**src/design/tsp_cfg.svh**
```systemverilog
// Purpose: Offsets, field positions, reset values and fixed counts of the TDM serial port.
// Assumes: Byte addresses on an 8-bit register port with 32-bit data.
// Notes:   Definitions only.
`ifndef TSP_CFG_SVH
`define TSP_CFG_SVH

// Register byte addresses.
`define TSP_ADDR_CTRL   8'h00
`define TSP_ADDR_BPF    8'h04
`define TSP_ADDR_DIV    8'h08
`define TSP_ADDR_STAT   8'h0c
`define TSP_ADDR_SLOT   8'h10
`define TSP_ADDR_TX     8'h20
`define TSP_ADDR_RX     8'h30

// Control field positions.
`define TSP_CTRL_EN     0
`define TSP_CTRL_MASTER 1
`define TSP_CTRL_FRM_LO 2
`define TSP_CTRL_FRM_HI 3
`define TSP_CTRL_ALIGN  4
`define TSP_CTRL_EDGE   5
`define TSP_CTRL_LIN    6
`define TSP_CTRL_HALF   7
`define TSP_CTRL_REV    8
`define TSP_CTRL_LOOP   9

// Status field positions.
`define TSP_STAT_FLAG   0
`define TSP_STAT_RUN    1
`define TSP_STAT_FCNT   8

// Reset values.
`define TSP_CTRL_RST    10'h000
`define TSP_BPF_RST     4'h2
`define TSP_DIV_RST     16'h0004

// Bits in one stereo word.
`define TSP_WORD_BITS   11'h010

`endif

```
**src/design/tsp_pkg.sv**
```systemverilog
// Purpose: Types shared by the TDM serial port.
// Assumes: Nothing is imported; users write tsp_pkg::name.
// Notes:   The whole port state is one packed struct.
package tsp_pkg;

	typedef enum logic [1:0] {
		TSP_FRM_I2S = 2'b00,
		TSP_FRM_PCM = 2'b01,
		TSP_FRM_GCI = 2'b10,
		TSP_FRM_RSV = 2'b11
	} tsp_frm_t;

	typedef enum logic [0:0] {
		TSP_IDLE = 1'b0,
		TSP_RUN  = 1'b1
	} tsp_st_t;

	typedef struct packed {
		logic       hit;
		logic [1:0] ch;
		logic [4:0] idx;
		logic [7:0] slot;
	} tsp_sel_t;

	typedef struct packed {
		tsp_st_t          st;
		logic [9:0]       ctrl;
		logic [3:0]       bpfCode;
		logic [15:0]      div;
		logic [3:0][6:0]  slot;
		logic [3:0][31:0] tx;
		logic [3:0][31:0] rx;
		logic [3:0][31:0] rxWork;
		logic [9:0]       actCtrl;
		logic [10:0]      actBpf;
		logic [15:0]      actDiv;
		logic [3:0][6:0]  actSlot;
		logic             clkS1;
		logic             clkS2;
		logic             clkS3;
		logic             fsS1;
		logic             fsS2;
		logic             fsPrev;
		logic             dinS1;
		logic             dinS2;
		logic [15:0]      divCnt;
		logic             bclkOut;
		logic [10:0]      fcnt;
		logic             wsFs;
		logic             dout;
		logic [31:0]      rdata;
		logic             rxFlag;
		logic [7:0]       frameCnt;
	} tsp_state_t;

endpackage

```
**src/design/tsp_port.sv**
```systemverilog
// Purpose: Four-wire TDM audio serial port with stereo, timeslot and GCI-style framing.
// Assumes: mclk at 200 MHz; link pins are asynchronous and sampled by mclk.
// Notes:   Overview of operation follows.
// Overview of operation
// - Stereo framing runs at 8, 16 and 48 kHz frames, master or slave.
// - As stereo master, word select has 50% duty, left then right per frame.
// - Bits per frame programmable: 8,16,32,64,96,128,192,256,384,512,1024.
// - Stereo words travel most significant bit first.
// - Input bits after a word's last bit are discarded.
// - Standard alignment: left with select low, MSB one bit after transition.
// - Left-justified: left with select high, MSB at the transition edge.
// - Master drives bit clock and select; slave takes both as inputs.
// - Each channel gets its own programmable 8-bit timeslot.
// - Timeslots carry 8-bit companded or 16-bit linear samples.
// - One rate and one encoding apply to all channels of the port.
// - A 16-bit sample uses slot N and slot N+1.
// - Sub-band ADPCM at 8 kHz uses one 8-bit slot per channel.
// - Half-frame wideband adds a second pair at N plus bits-per-frame/16.
// - Timeslot and GCI master frame sync lasts one bit period.
// - Timeslot and GCI slave accepts frame sync pulses of any width.
// - Edge select (timeslot framing only): 0 launches data on falling, 1 on rising bit clock; stereo and GCI launch on falling.
// - GCI-style: one clock per bit, voice in any slot, no side channels.
// - GCI-style first data bit coincides with the frame sync rising edge.
// - Up to four bidirectional channels, each mapped to any slot.
// - Optional bit-order reversal and internal loopback.
//
// Implementation choices: the address-and-strobe port and the placing of the registers.
`timescale 1ns/1ps
`include "tsp_cfg.svh"

module tsp_port (
	// Clock and reset.
	input  wire logic        mclk,
	input  wire logic        srst,
	// Register port.
	input  wire logic [7:0]  regAddr,
	input  wire logic [31:0] regWdata,
	input  wire logic        regWrite,
	input  wire logic        regRead,
	output logic      [31:0] regRdata,
	// Bit clock pin.
	input  wire logic        bitClockIn,
	output logic             bitClockOut,
	output logic             bitClockOeN,
	// Frame sync or word select pin.
	input  wire logic        frameSyncIn,
	output logic             frameSyncOut,
	output logic             frameSyncOeN,
	// Serial data pins.
	input  wire logic        serialDataIn,
	output logic             serialDataOut
);

	tsp_pkg::tsp_state_t state_q;
	tsp_pkg::tsp_state_t state_d;
	tsp_pkg::tsp_frm_t   frm;
	tsp_pkg::tsp_sel_t   selL;
	tsp_pkg::tsp_sel_t   selC;
	logic                run;
	logic                isMaster;
	logic                isI2s;
	logic                isPcm;
	logic                edgeSel;
	logic                leftLvl;
	logic                genToggle;
	logic                bitRise;
	logic                bitFall;
	logic                launchEv;
	logic                captEv;
	logic                lastBit;
	logic                wsNext;
	logic                txBit;
	logic                rxBit;
	logic                msbBit;
	logic [10:0]         nextF;
	logic [10:0]         halfBpf;
	logic [10:0]         fsPos;
	logic [7:0]          relC;
	logic [7:0]          halfSlots;
	logic [31:0]         rdNext;

	// Maps a frame size code to bits per frame.
	function automatic logic [10:0] bpfValue(input logic [3:0] code);
		case (code)
			4'h0: bpfValue = 11'h008;
			4'h1: bpfValue = 11'h010;
			4'h2: bpfValue = 11'h020;
			4'h3: bpfValue = 11'h040;
			4'h4: bpfValue = 11'h060;
			4'h5: bpfValue = 11'h080;
			4'h6: bpfValue = 11'h0c0;
			4'h7: bpfValue = 11'h100;
			4'h8: bpfValue = 11'h180;
			4'h9: bpfValue = 11'h200;
			default: bpfValue = 11'h400;
		endcase
	endfunction

	// True when an address falls in a bank of four word registers.
	function automatic logic inBank(input logic [7:0] addr, input logic [7:0] base);
		inBank = (addr[7:4] == base[7:4]) && (addr[1:0] == 2'h0);
	endfunction

	// Finds the channel and word bit that a frame position carries.
	function automatic tsp_pkg::tsp_sel_t bitSel(
		input logic [9:0]      c,
		input logic [10:0]     bpf,
		input logic [3:0][6:0] sl,
		input logic [10:0]     pos
	);
		tsp_pkg::tsp_sel_t s;
		logic [10:0] half;
		logic [10:0] hp;
		logic [10:0] k;
		logic [10:0] p;
		logic [7:0]  rel;
		logic [7:0]  rel2;
		logic [7:0]  hs;
		logic [7:0]  w;
		logic [4:0]  nb;
		logic [4:0]  kk;
		logic [4:0]  bi;
		logic        dly;
		logic        lin;
		int          i;
		s    = '0;
		half = bpf >> 1;
		hs   = {1'b0, bpf[10:4]};
		lin  = c[`TSP_CTRL_LIN];
		nb   = lin ? 5'h10 : 5'h08;
		w    = lin ? 8'h02 : 8'h01;
		if (c[`TSP_CTRL_FRM_HI:`TSP_CTRL_FRM_LO] == tsp_pkg::TSP_FRM_I2S) begin
			dly  = !c[`TSP_CTRL_ALIGN];
			hp   = (pos < half) ? pos : pos - half;
			s.ch = (pos < half) ? 2'h0 : 2'h1;
			k    = hp - {10'h000, dly};
			// Positions past the word carry nothing and are ignored on input.
			if ((hp >= {10'h000, dly}) && (k < `TSP_WORD_BITS)) begin
				s.hit = 1'b1;
				s.idx = c[`TSP_CTRL_REV] ? k[4:0] : 5'h0f - k[4:0];
			end
		end else begin
			// Timeslot framing starts two bits after sync rises, the frame's last bit between; GCI at the sync edge.
			dly    = (c[`TSP_CTRL_FRM_HI:`TSP_CTRL_FRM_LO] == tsp_pkg::TSP_FRM_PCM);
			p      = (dly && (pos == 11'h000)) ? bpf - 11'h001 : pos - {10'h000, dly};
			s.slot = p[10:3];
			for (i = 3; i >= 0; i--) begin
				rel  = s.slot - {1'b0, sl[i]};
				rel2 = rel - hs;
				kk   = lin ? {1'b0, rel[0], p[2:0]} : {2'h0, p[2:0]};
				bi   = c[`TSP_CTRL_REV] ? kk : nb - 5'h01 - kk;
				// A linear sample spans slots N and N+1.
				if (rel < w) begin
					s.hit = 1'b1;
					s.ch  = i[1:0];
					s.idx = {1'b0, bi[3:0]};
				end else if (c[`TSP_CTRL_HALF] && (rel2 < w)) begin
					// Half-frame wideband adds a pair half a frame later.
					s.hit = 1'b1;
					s.ch  = i[1:0];
					s.idx = {1'b1, bi[3:0]};
				end
			end
		end
		bitSel = s;
	endfunction

	// Decoded view of the active configuration.
	assign frm      = tsp_pkg::tsp_frm_t'(state_q.actCtrl[`TSP_CTRL_FRM_HI:`TSP_CTRL_FRM_LO]);
	assign run      = (state_q.st == tsp_pkg::TSP_RUN);
	assign isMaster = state_q.actCtrl[`TSP_CTRL_MASTER];
	assign isI2s    = (frm == tsp_pkg::TSP_FRM_I2S);
	assign isPcm    = (frm == tsp_pkg::TSP_FRM_PCM);
	assign edgeSel  = isPcm && state_q.actCtrl[`TSP_CTRL_EDGE];
	assign leftLvl  = state_q.actCtrl[`TSP_CTRL_ALIGN];
	assign halfBpf  = state_q.actBpf >> 1;
	assign halfSlots = {1'b0, state_q.actBpf[10:4]};
	assign fsPos    = isPcm ? state_q.actBpf - 11'h001 : 11'h000;

	// Bit clock events from the divider as master or the sampled pin as slave.
	assign genToggle = run && isMaster &&
		(({1'b0, state_q.divCnt} + 17'h00001) >= {1'b0, state_q.actDiv});
	assign bitRise  = isMaster ? genToggle && !state_q.bclkOut : state_q.clkS2 && !state_q.clkS3;
	assign bitFall  = isMaster ? genToggle && state_q.bclkOut : !state_q.clkS2 && state_q.clkS3;
	assign launchEv = run && (edgeSel ? bitRise : bitFall);
	assign captEv   = run && (edgeSel ? bitFall : bitRise);

	// Frame position, pin values and bit selection for the coming edges.
	assign lastBit = (state_q.fcnt == state_q.actBpf - 11'h001);
	assign nextF   = lastBit ? 11'h000 : state_q.fcnt + 11'h001;
	assign wsNext  = isI2s ? ((nextF < halfBpf) ? leftLvl : !leftLvl) : (nextF == fsPos);
	assign selL    = bitSel(state_q.actCtrl, state_q.actBpf, state_q.actSlot, nextF);
	assign selC    = bitSel(state_q.actCtrl, state_q.actBpf, state_q.actSlot, state_q.fcnt);
	assign txBit   = selL.hit ? state_q.tx[selL.ch][selL.idx] : 1'b0;
	assign msbBit  = state_q.tx[selL.ch][15];
	assign rxBit   = state_q.actCtrl[`TSP_CTRL_LOOP] ? state_q.dout : state_q.dinS2;
	assign relC    = selC.slot - {1'b0, state_q.actSlot[selC.ch]};

	// Read multiplexer; unmapped addresses read as zero.
	always_comb begin
		rdNext = 32'h0000_0000;
		if (regAddr == `TSP_ADDR_CTRL) begin
			rdNext = {22'h000000, state_q.ctrl};
		end else if (regAddr == `TSP_ADDR_BPF) begin
			rdNext = {28'h0000000, state_q.bpfCode};
		end else if (regAddr == `TSP_ADDR_DIV) begin
			rdNext = {16'h0000, state_q.div};
		end else if (regAddr == `TSP_ADDR_STAT) begin
			rdNext = {16'h0000, state_q.frameCnt, 6'h00, run, state_q.rxFlag};
		end else if (inBank(regAddr, `TSP_ADDR_SLOT)) begin
			rdNext = {25'h0000000, state_q.slot[regAddr[3:2]]};
		end else if (inBank(regAddr, `TSP_ADDR_TX)) begin
			rdNext = state_q.tx[regAddr[3:2]];
		end else if (inBank(regAddr, `TSP_ADDR_RX)) begin
			rdNext = state_q.rx[regAddr[3:2]];
		end
	end

	// Next state of the whole port.
	always_comb begin
		state_d       = state_q;
		state_d.clkS1 = bitClockIn;
		state_d.clkS2 = state_q.clkS1;
		state_d.clkS3 = state_q.clkS2;
		state_d.fsS1  = frameSyncIn;
		state_d.fsS2  = state_q.fsS1;
		state_d.dinS1 = serialDataIn;
		state_d.dinS2 = state_q.dinS1;
		state_d.rdata = regRead ? rdNext : 32'h0000_0000;
		if (regWrite) begin
			if (regAddr == `TSP_ADDR_CTRL) begin
				state_d.ctrl = regWdata[9:0];
			end else if (regAddr == `TSP_ADDR_BPF) begin
				state_d.bpfCode = regWdata[3:0];
			end else if (regAddr == `TSP_ADDR_DIV) begin
				state_d.div = regWdata[15:0];
			end else if (inBank(regAddr, `TSP_ADDR_SLOT)) begin
				state_d.slot[regAddr[3:2]] = regWdata[6:0];
			end else if (inBank(regAddr, `TSP_ADDR_TX)) begin
				state_d.tx[regAddr[3:2]] = regWdata;
			end
		end
		// Reading status clears the frame flag; a frame end in that cycle wins.
		if (regRead && (regAddr == `TSP_ADDR_STAT)) begin
			state_d.rxFlag = 1'b0;
		end
		case (state_q.st)
			tsp_pkg::TSP_IDLE: begin
				state_d.fcnt    = 11'h000;
				state_d.divCnt  = 16'h0000;
				state_d.bclkOut = 1'b0;
				state_d.wsFs    = 1'b0;
				state_d.dout    = 1'b0;
				state_d.fsPrev  = state_q.fsS2;
				state_d.actCtrl = state_q.ctrl;
				state_d.actBpf  = bpfValue(state_q.bpfCode);
				state_d.actDiv  = state_q.div;
				state_d.actSlot = state_q.slot;
				if (state_q.ctrl[`TSP_CTRL_EN]) begin
					state_d.st = tsp_pkg::TSP_RUN;
				end
			end
			tsp_pkg::TSP_RUN: begin
				if (!state_q.ctrl[`TSP_CTRL_EN]) begin
					state_d.st = tsp_pkg::TSP_IDLE;
				end
				// Integer divider makes the bit clock as master.
				if (isMaster) begin
					state_d.divCnt = genToggle ? 16'h0000 : state_q.divCnt + 16'h0001;
					if (genToggle) begin
						state_d.bclkOut = !state_q.bclkOut;
					end
				end
				// Launch edge: advance position, drive data and sync.
				if (launchEv) begin
					state_d.fcnt = nextF;
					state_d.dout = txBit;
					state_d.wsFs = wsNext;
					if (nextF == 11'h000) begin
						state_d.actCtrl  = state_q.ctrl;
						state_d.actBpf   = bpfValue(state_q.bpfCode);
						state_d.actDiv   = state_q.div;
						state_d.actSlot  = state_q.slot;
						state_d.rx       = state_q.rxWork;
						state_d.rxFlag   = 1'b1;
						state_d.frameCnt = state_q.frameCnt + 8'h01;
					end
				end
				// Capture edge: store input bits and lock a slave to the sync pin.
				if (captEv) begin
					if (selC.hit) begin
						state_d.rxWork[selC.ch][selC.idx] = rxBit;
					end
					state_d.fsPrev = state_q.fsS2;
					if (!isMaster && isI2s && (state_q.fsS2 != state_q.fsPrev)) begin
						state_d.fcnt = (state_q.fsS2 == leftLvl) ? 11'h000 : halfBpf;
					end else if (!isMaster && !isI2s && state_q.fsS2 && !state_q.fsPrev) begin
						state_d.fcnt = fsPos;
					end
				end
			end
			default: begin
				state_d.st = tsp_pkg::TSP_IDLE;
			end
		endcase
	end

	// State register with synchronous reset.
	always_ff @(posedge mclk) begin
		if (srst) begin
			state_q         <= '0;
			state_q.st      <= tsp_pkg::TSP_IDLE;
			state_q.ctrl    <= `TSP_CTRL_RST;
			state_q.bpfCode <= `TSP_BPF_RST;
			state_q.div     <= `TSP_DIV_RST;
		end else begin
			state_q <= state_d;
		end
	end

	// Pin and register port outputs; enables are low while driving.
	assign regRdata      = state_q.rdata;
	assign bitClockOut   = state_q.bclkOut;
	assign frameSyncOut  = state_q.wsFs;
	assign serialDataOut = state_q.dout;
	assign bitClockOeN   = !(run && isMaster);
	assign frameSyncOeN  = !(run && isMaster);

	// Checks on framing, timing and register behaviour.
	a_ws_duty: assert property (@(posedge mclk) disable iff (srst)
		launchEv && isI2s && isMaster && ((nextF == halfBpf) || (nextF == 11'h000))
		|=> (state_q.wsFs != $past(state_q.wsFs)))
		else $error("word select did not toggle at half frame");

	a_fs_width: assert property (@(posedge mclk) disable iff (srst)
		launchEv && !isI2s && isMaster && state_q.wsFs && (state_q.actBpf > 11'h001)
		|=> !state_q.wsFs)
		else $error("frame sync longer than one bit period");

	a_frame_wrap: assert property (@(posedge mclk) disable iff (srst)
		launchEv && lastBit |=> (state_q.fcnt == 11'h000))
		else $error("frame position did not wrap at bits per frame");

	a_cfg_boundary: assert property (@(posedge mclk) disable iff (srst)
		run && $past(run) && $changed(state_q.actCtrl) |-> (state_q.fcnt == 11'h000))
		else $error("configuration changed inside a frame");

	a_clock_divide: assert property (@(posedge mclk) disable iff (srst)
		run && $past(run) && $changed(state_q.bclkOut) |-> $past(genToggle))
		else $error("bit clock toggled off the divider count");

	a_rx_discard: assert property (@(posedge mclk) disable iff (srst)
		captEv && !selC.hit |=> $stable(state_q.rxWork))
		else $error("bit outside a word was stored");

	a_slot_pair: assert property (@(posedge mclk) disable iff (srst)
		captEv && !isI2s && !state_q.actCtrl[`TSP_CTRL_HALF] && selC.hit
		|-> (relC < 8'h02))
		else $error("capture outside slots N and N+1");

	a_half_pair: assert property (@(posedge mclk) disable iff (srst)
		captEv && !isI2s && state_q.actCtrl[`TSP_CTRL_HALF] && selC.hit && selC.idx[4]
		|-> ((relC - halfSlots) < 8'h02))
		else $error("second pair not half a frame after the first");

	a_msb_first: assert property (@(posedge mclk) disable iff (srst)
		launchEv && isI2s && !state_q.actCtrl[`TSP_CTRL_REV] && selL.hit && (selL.idx == 5'h0f)
		|=> (serialDataOut == $past(msbBit)))
		else $error("stereo word did not start with its top bit");

	a_read_data: assert property (@(posedge mclk) disable iff (srst)
		regRead && (regAddr == `TSP_ADDR_CTRL) |=> (regRdata == {22'h000000, $past(state_q.ctrl)}))
		else $error("control read data wrong");

endmodule

```
**config.mk**
```make
export PLATFORM = sky130hd
export DESIGN_NAME = tsp_port
export DESIGN_NICKNAME = d
export VERILOG_FILES = /design/src/design/tsp_pkg.sv /design/src/design/tsp_port.sv
export VERILOG_INCLUDE_DIRS = /design/src /design/src/design
export SDC_FILE = /design/constraint.sdc
export NUM_CORES = 2
export LEC_CHECK = 0
export ABC_AREA = 1
export BUFFER_PORTS_ARGS = -buffer_cell sky130_fd_sc_hd__buf_2
export CAP_MARGIN = 20
export CORE_MARGIN = 3
export CORE_UTILIZATION = 50
export DETAILED_ROUTE_END_ITERATION = 10
export PLACE_DENSITY = 0.71
export SLEW_MARGIN = 20
export SYNTH_ARGS = -nofsm -noshare
export SYNTH_HDL_FRONTEND = slang
export SYNTH_SLANG_ARGS = --single-unit
```
**constraint.sdc**
```tcl
create_clock -name mclk -period 12.1 [get_ports mclk]
set_input_delay 1.21 -clock mclk [delete_from_list [all_inputs] [get_ports mclk]]
set_output_delay 1.21 -clock mclk [all_outputs]
set_load 0.01 [all_outputs]
```
==> flow_summary.ini <==
[routing]
drtPass1Iterations = 7
drtIter0Drc = 3676
wire_per_inst_um = 19.3
viasPerCell = 5.82
dr_total_vias = 32900
routed_wl_mm = 109
drc = 0
drtAntennaViolNets = 0

[global_route]
grtUsageMet3_pct = 5.04
use_met2_pct = 47.8
use_met1_pct = 39.9
grt.total_usage_pct = 29.7
grt_pass1_vias = 29900
grt_antenna_before_repair = 3
grt_pass1_wl_mm = 168
gr-total-overflow = 0
grt_max_degree = 215
grt-busiest-layer = met2

[clock_network]
cts_made_buffers = 59
cts_resized = 0
cts.sinks = 591
cts_tree = built
root_buffer = clkbuf_16
cts_buffer_depth = 3
hold_buffers = 0
clk_latency_ns = 0.64
cts_htree_levels = 2
clkTransAtPathRegs_ns = 0.07
cts_setup_buffers = 0

[logic_synthesis]
ys_dominant_reg_cell = dfxtp_1
syn_area_um2 = 33800
synthArstFlopShare_pct = 0
synthSimpleGateAreaFrac_pct = 23.1
synth_cell_types = 63
ys_seq_elements = 591
synth_enable_flop_cells = 0
synth_top_area_share_pct = 35.0
synth_compound_area_share_pct = 20.6
synthXorXnorAreaFrac_pct = 3.62
syn_area_per_cell_um2 = 6.98
postSynthCellCount = 4851
synthesis.nets = 5093
synth_area_leader_cell = dfxtp_1
synthMuxAreaShare_pct = 0.0592
yosys-top-cells-area = dfxtp_1, o21ai_0, nor2_1
ys_seq_area_share_pct = 35.0
synthAdderAreaFrac_pct = 7.61
synth_top_family_by_area = simple AND/OR/NAND/NOR gates
yosysWarnings = 0

[final_layout]
drive_gt1_share_pct = 6.80
final_nets = 4985
area_growth_pct = 8.35
fin_area_um2 = 36700
fill_cells = 6404
fin_util_pct = 55.2

[timing]
fin_crit_sh_pct = 82.4
clock_skew_ns = 0.0214
setup_viol = 0
slew_headroom_pct = 27.7
finalHoldViolations = 0
fin_crit_ns = 9.97
finalMaxSlewViolations = 0
worst_pin_slew_ns = 1.07
rsz0062_at_grt = no
final.setup.tns_ns = 0
max_freq_mhz = 100

[floorplan]
rows = 94
die_w_um = 266
io_pins = 84
die_y_um = 266
coreArea_um2 = 66500
dieArea_um2 = 70800
start_util_pct = 50.9

[hold_path]
hold_path_class = flip-flop to flip-flop
whs_path_depth = 2
holdPathEnd = state_d[76]
min-delay-start = state_d[77]

[worst_setup_path]
cp.required_ns = 12.57
cpMaxStageDelayCell = dfxtp_1
crit_fanout = 48
critical_path.max_stage_delay_ns = 0.97
timing.rr.start = halfBpf[4]
r2r_cells = 39
r2r-end = serialDataOut
r2r_setup_slack_ns = 2.13
timing_worst_setup_path_type = flip-flop to flip-flop
arrival_ns = 10.44
startpoint_type = flip-flop
endpoint_kind = flip-flop
critPathMostFrequentCell = nand3_1

[power_and_ir_drop]
power_density_nw_per_um2 = 117
vdd_drop_max_v = 0.000115
p_leak_nw = 15.7

[placement]
portBuffers = 83
gp_congestion = 0.952
hpwl_mm = 72.1
placed_area_um2 = 34400

[job]
drv_cap = 0

[outcome]
status = complete, no violations
==> synth_stat cells (8+ instances only) <==
cell	n
nor2_1	665
nand2_1	644
dfxtp_1	591
o21ai_0	510
inv_1	504
a21oi_1	444
nand3_1	292
clkbuf_1	212
ha_1	177
nor3_1	103
xor2_1	90
o22ai_1	69
a22oi_1	62
xnor2_1	50
a211oi_1	43
buf_4	43
nor4_1	35
o221ai_1	25
nand4_1	24
buf_2	22
buf_1	19
fa_1	18
a21o_1	17
inv_2	17
nand2_2	16
o21ai_1	14
nand3b_1	13
clkinv_1	12
o211ai_1	10
o21bai_1	9
buf_6	8
==> metrics by stage <==
stage	hold WS (ns)	setup WS (ns)	power, mW	cells
4_1_cts	0.410	2.30	4.30	5655
3_3_place_gp	0.402	2.60	2.23	5546
3_5_place_dp	0.399	2.32	2.24	5546
5_1_grt	0.428	1.15	4.41	5656
2_1_floorplan	0.388	5.40	2.16	4851
6_report	0.408	2.13	4.30	5658
==> cell usage in the layout (no fill, tap or decap), types with 10 or more instances in the layout <==
cell and n:
a211oi_1 43, a21o_1 17, a21oi_1 443, a22oi_1 62
buf_2 82, buf_4 54, bufinv_16 13, clkbuf_16 60
clkbuf_8 15, clkinv_1 11, dfxtp_1 591, fa_1 18
ha_1 177, inv_1 503, inv_2 18, nand2_1 641
nand2_2 18, nand3_1 292, nand3b_1 13, nand4_1 24
nor2_1 659, nor2_2 11, nor3_1 103, nor4_1 32
o211ai_1 10, o21ai_0 508, o21ai_1 15, o221ai_1 25
o22ai_1 69, xnor2_1 50, xor2_1 90
==> area by class of cell <==
cell class / instances / area [um^2] / share of cell area [%]
inverter: 534 / 2010 / 5.49
timing repair buffer: 136 / 816 / 2.23
tap: 864 / 1080 / 2.95
antenna: 3 / 7.51 / 0.0205
clock buffer: 82 / 1730 / 4.73
sequential: 591 / 11800 / 32.3
multi-input combinational: 3421 / 18700 / 51.0
clock inverter: 27 / 492 / 1.34
==> flip-flops by register name, summed over array words and instances (netlist names) <==
| signal | count |
|---|---|
| bitClockOut | 1 |
| frameSyncOut | 1 |
| frm | 2 |
| halfBpf | 8 |
| isMaster | 1 |
| leftLvl | 1 |
| regRdata | 32 |
| run | 1 |
| serialDataOut | 1 |
| state_d | 12 |
| state_q | 531 |
==> how the worst max path moves through the flow <==
stage	to	depth (start not counted)	from	slack (ns)
finish	serialDataOut	39	halfBpf[4]	2.13
global route	serialDataOut	43	halfBpf[4]	1.15
CTS	serialDataOut	39	halfBpf[4]	2.30
detailed placement	serialDataOut	39	halfBpf[4]	2.32
global placement	serialDataOut	41	halfBpf[4]	2.60
floorplan	serialDataOut	45	halfBpf[4]	5.40
==> kinds of logic after synthesis <==
logic type                 after synthesis
AOI/OAI and AO/OA                     1251
and+or+nand+nor                       1833
muxes                                    2
adders and majority gates              195
xor gates and xnor gates               140
buffers and inverters                  839
DFF                                    591
==> per-layer routing <==
| metal | routed length [um] | share of wire, % | up-vias |
|---|---|---|---|
| met2 | 48900 | 45 | 1516 |
| met5 | 0 | 0 | - |
| li1 | - | - | 16000 |
| met4 | 4470 | 4.1 | 0 |
| met3 | 9630 | 8.8 | 262 |
| met1 | 46100 | 42 | 15200 |
==> where the power goes <==
part | total [mW] | switching (mW) | internal, mW | leakage [nW]
combinational | 0.248 | 0.180 | 0.0681 | 9.82
sequential | 1.95 | 0.00391 | 1.95 | 4.76
clock | 2.10 | 0.822 | 1.28 | 1.09
==> critical path: cells and delay by family, from the launching register on <==
kind | cells | cell delay (ns)
AO/OA/AOI/OAI | 5 | 1.83
adder cells (fa/ha/maj) | 3 | 1.34
buffers and inverters | 6 | 1.83
flip-flops | 1 | 0.97
AND/OR/NAND/NOR | 25 | 3.77
Note: power is estimated with default switching activity, not from simulation.
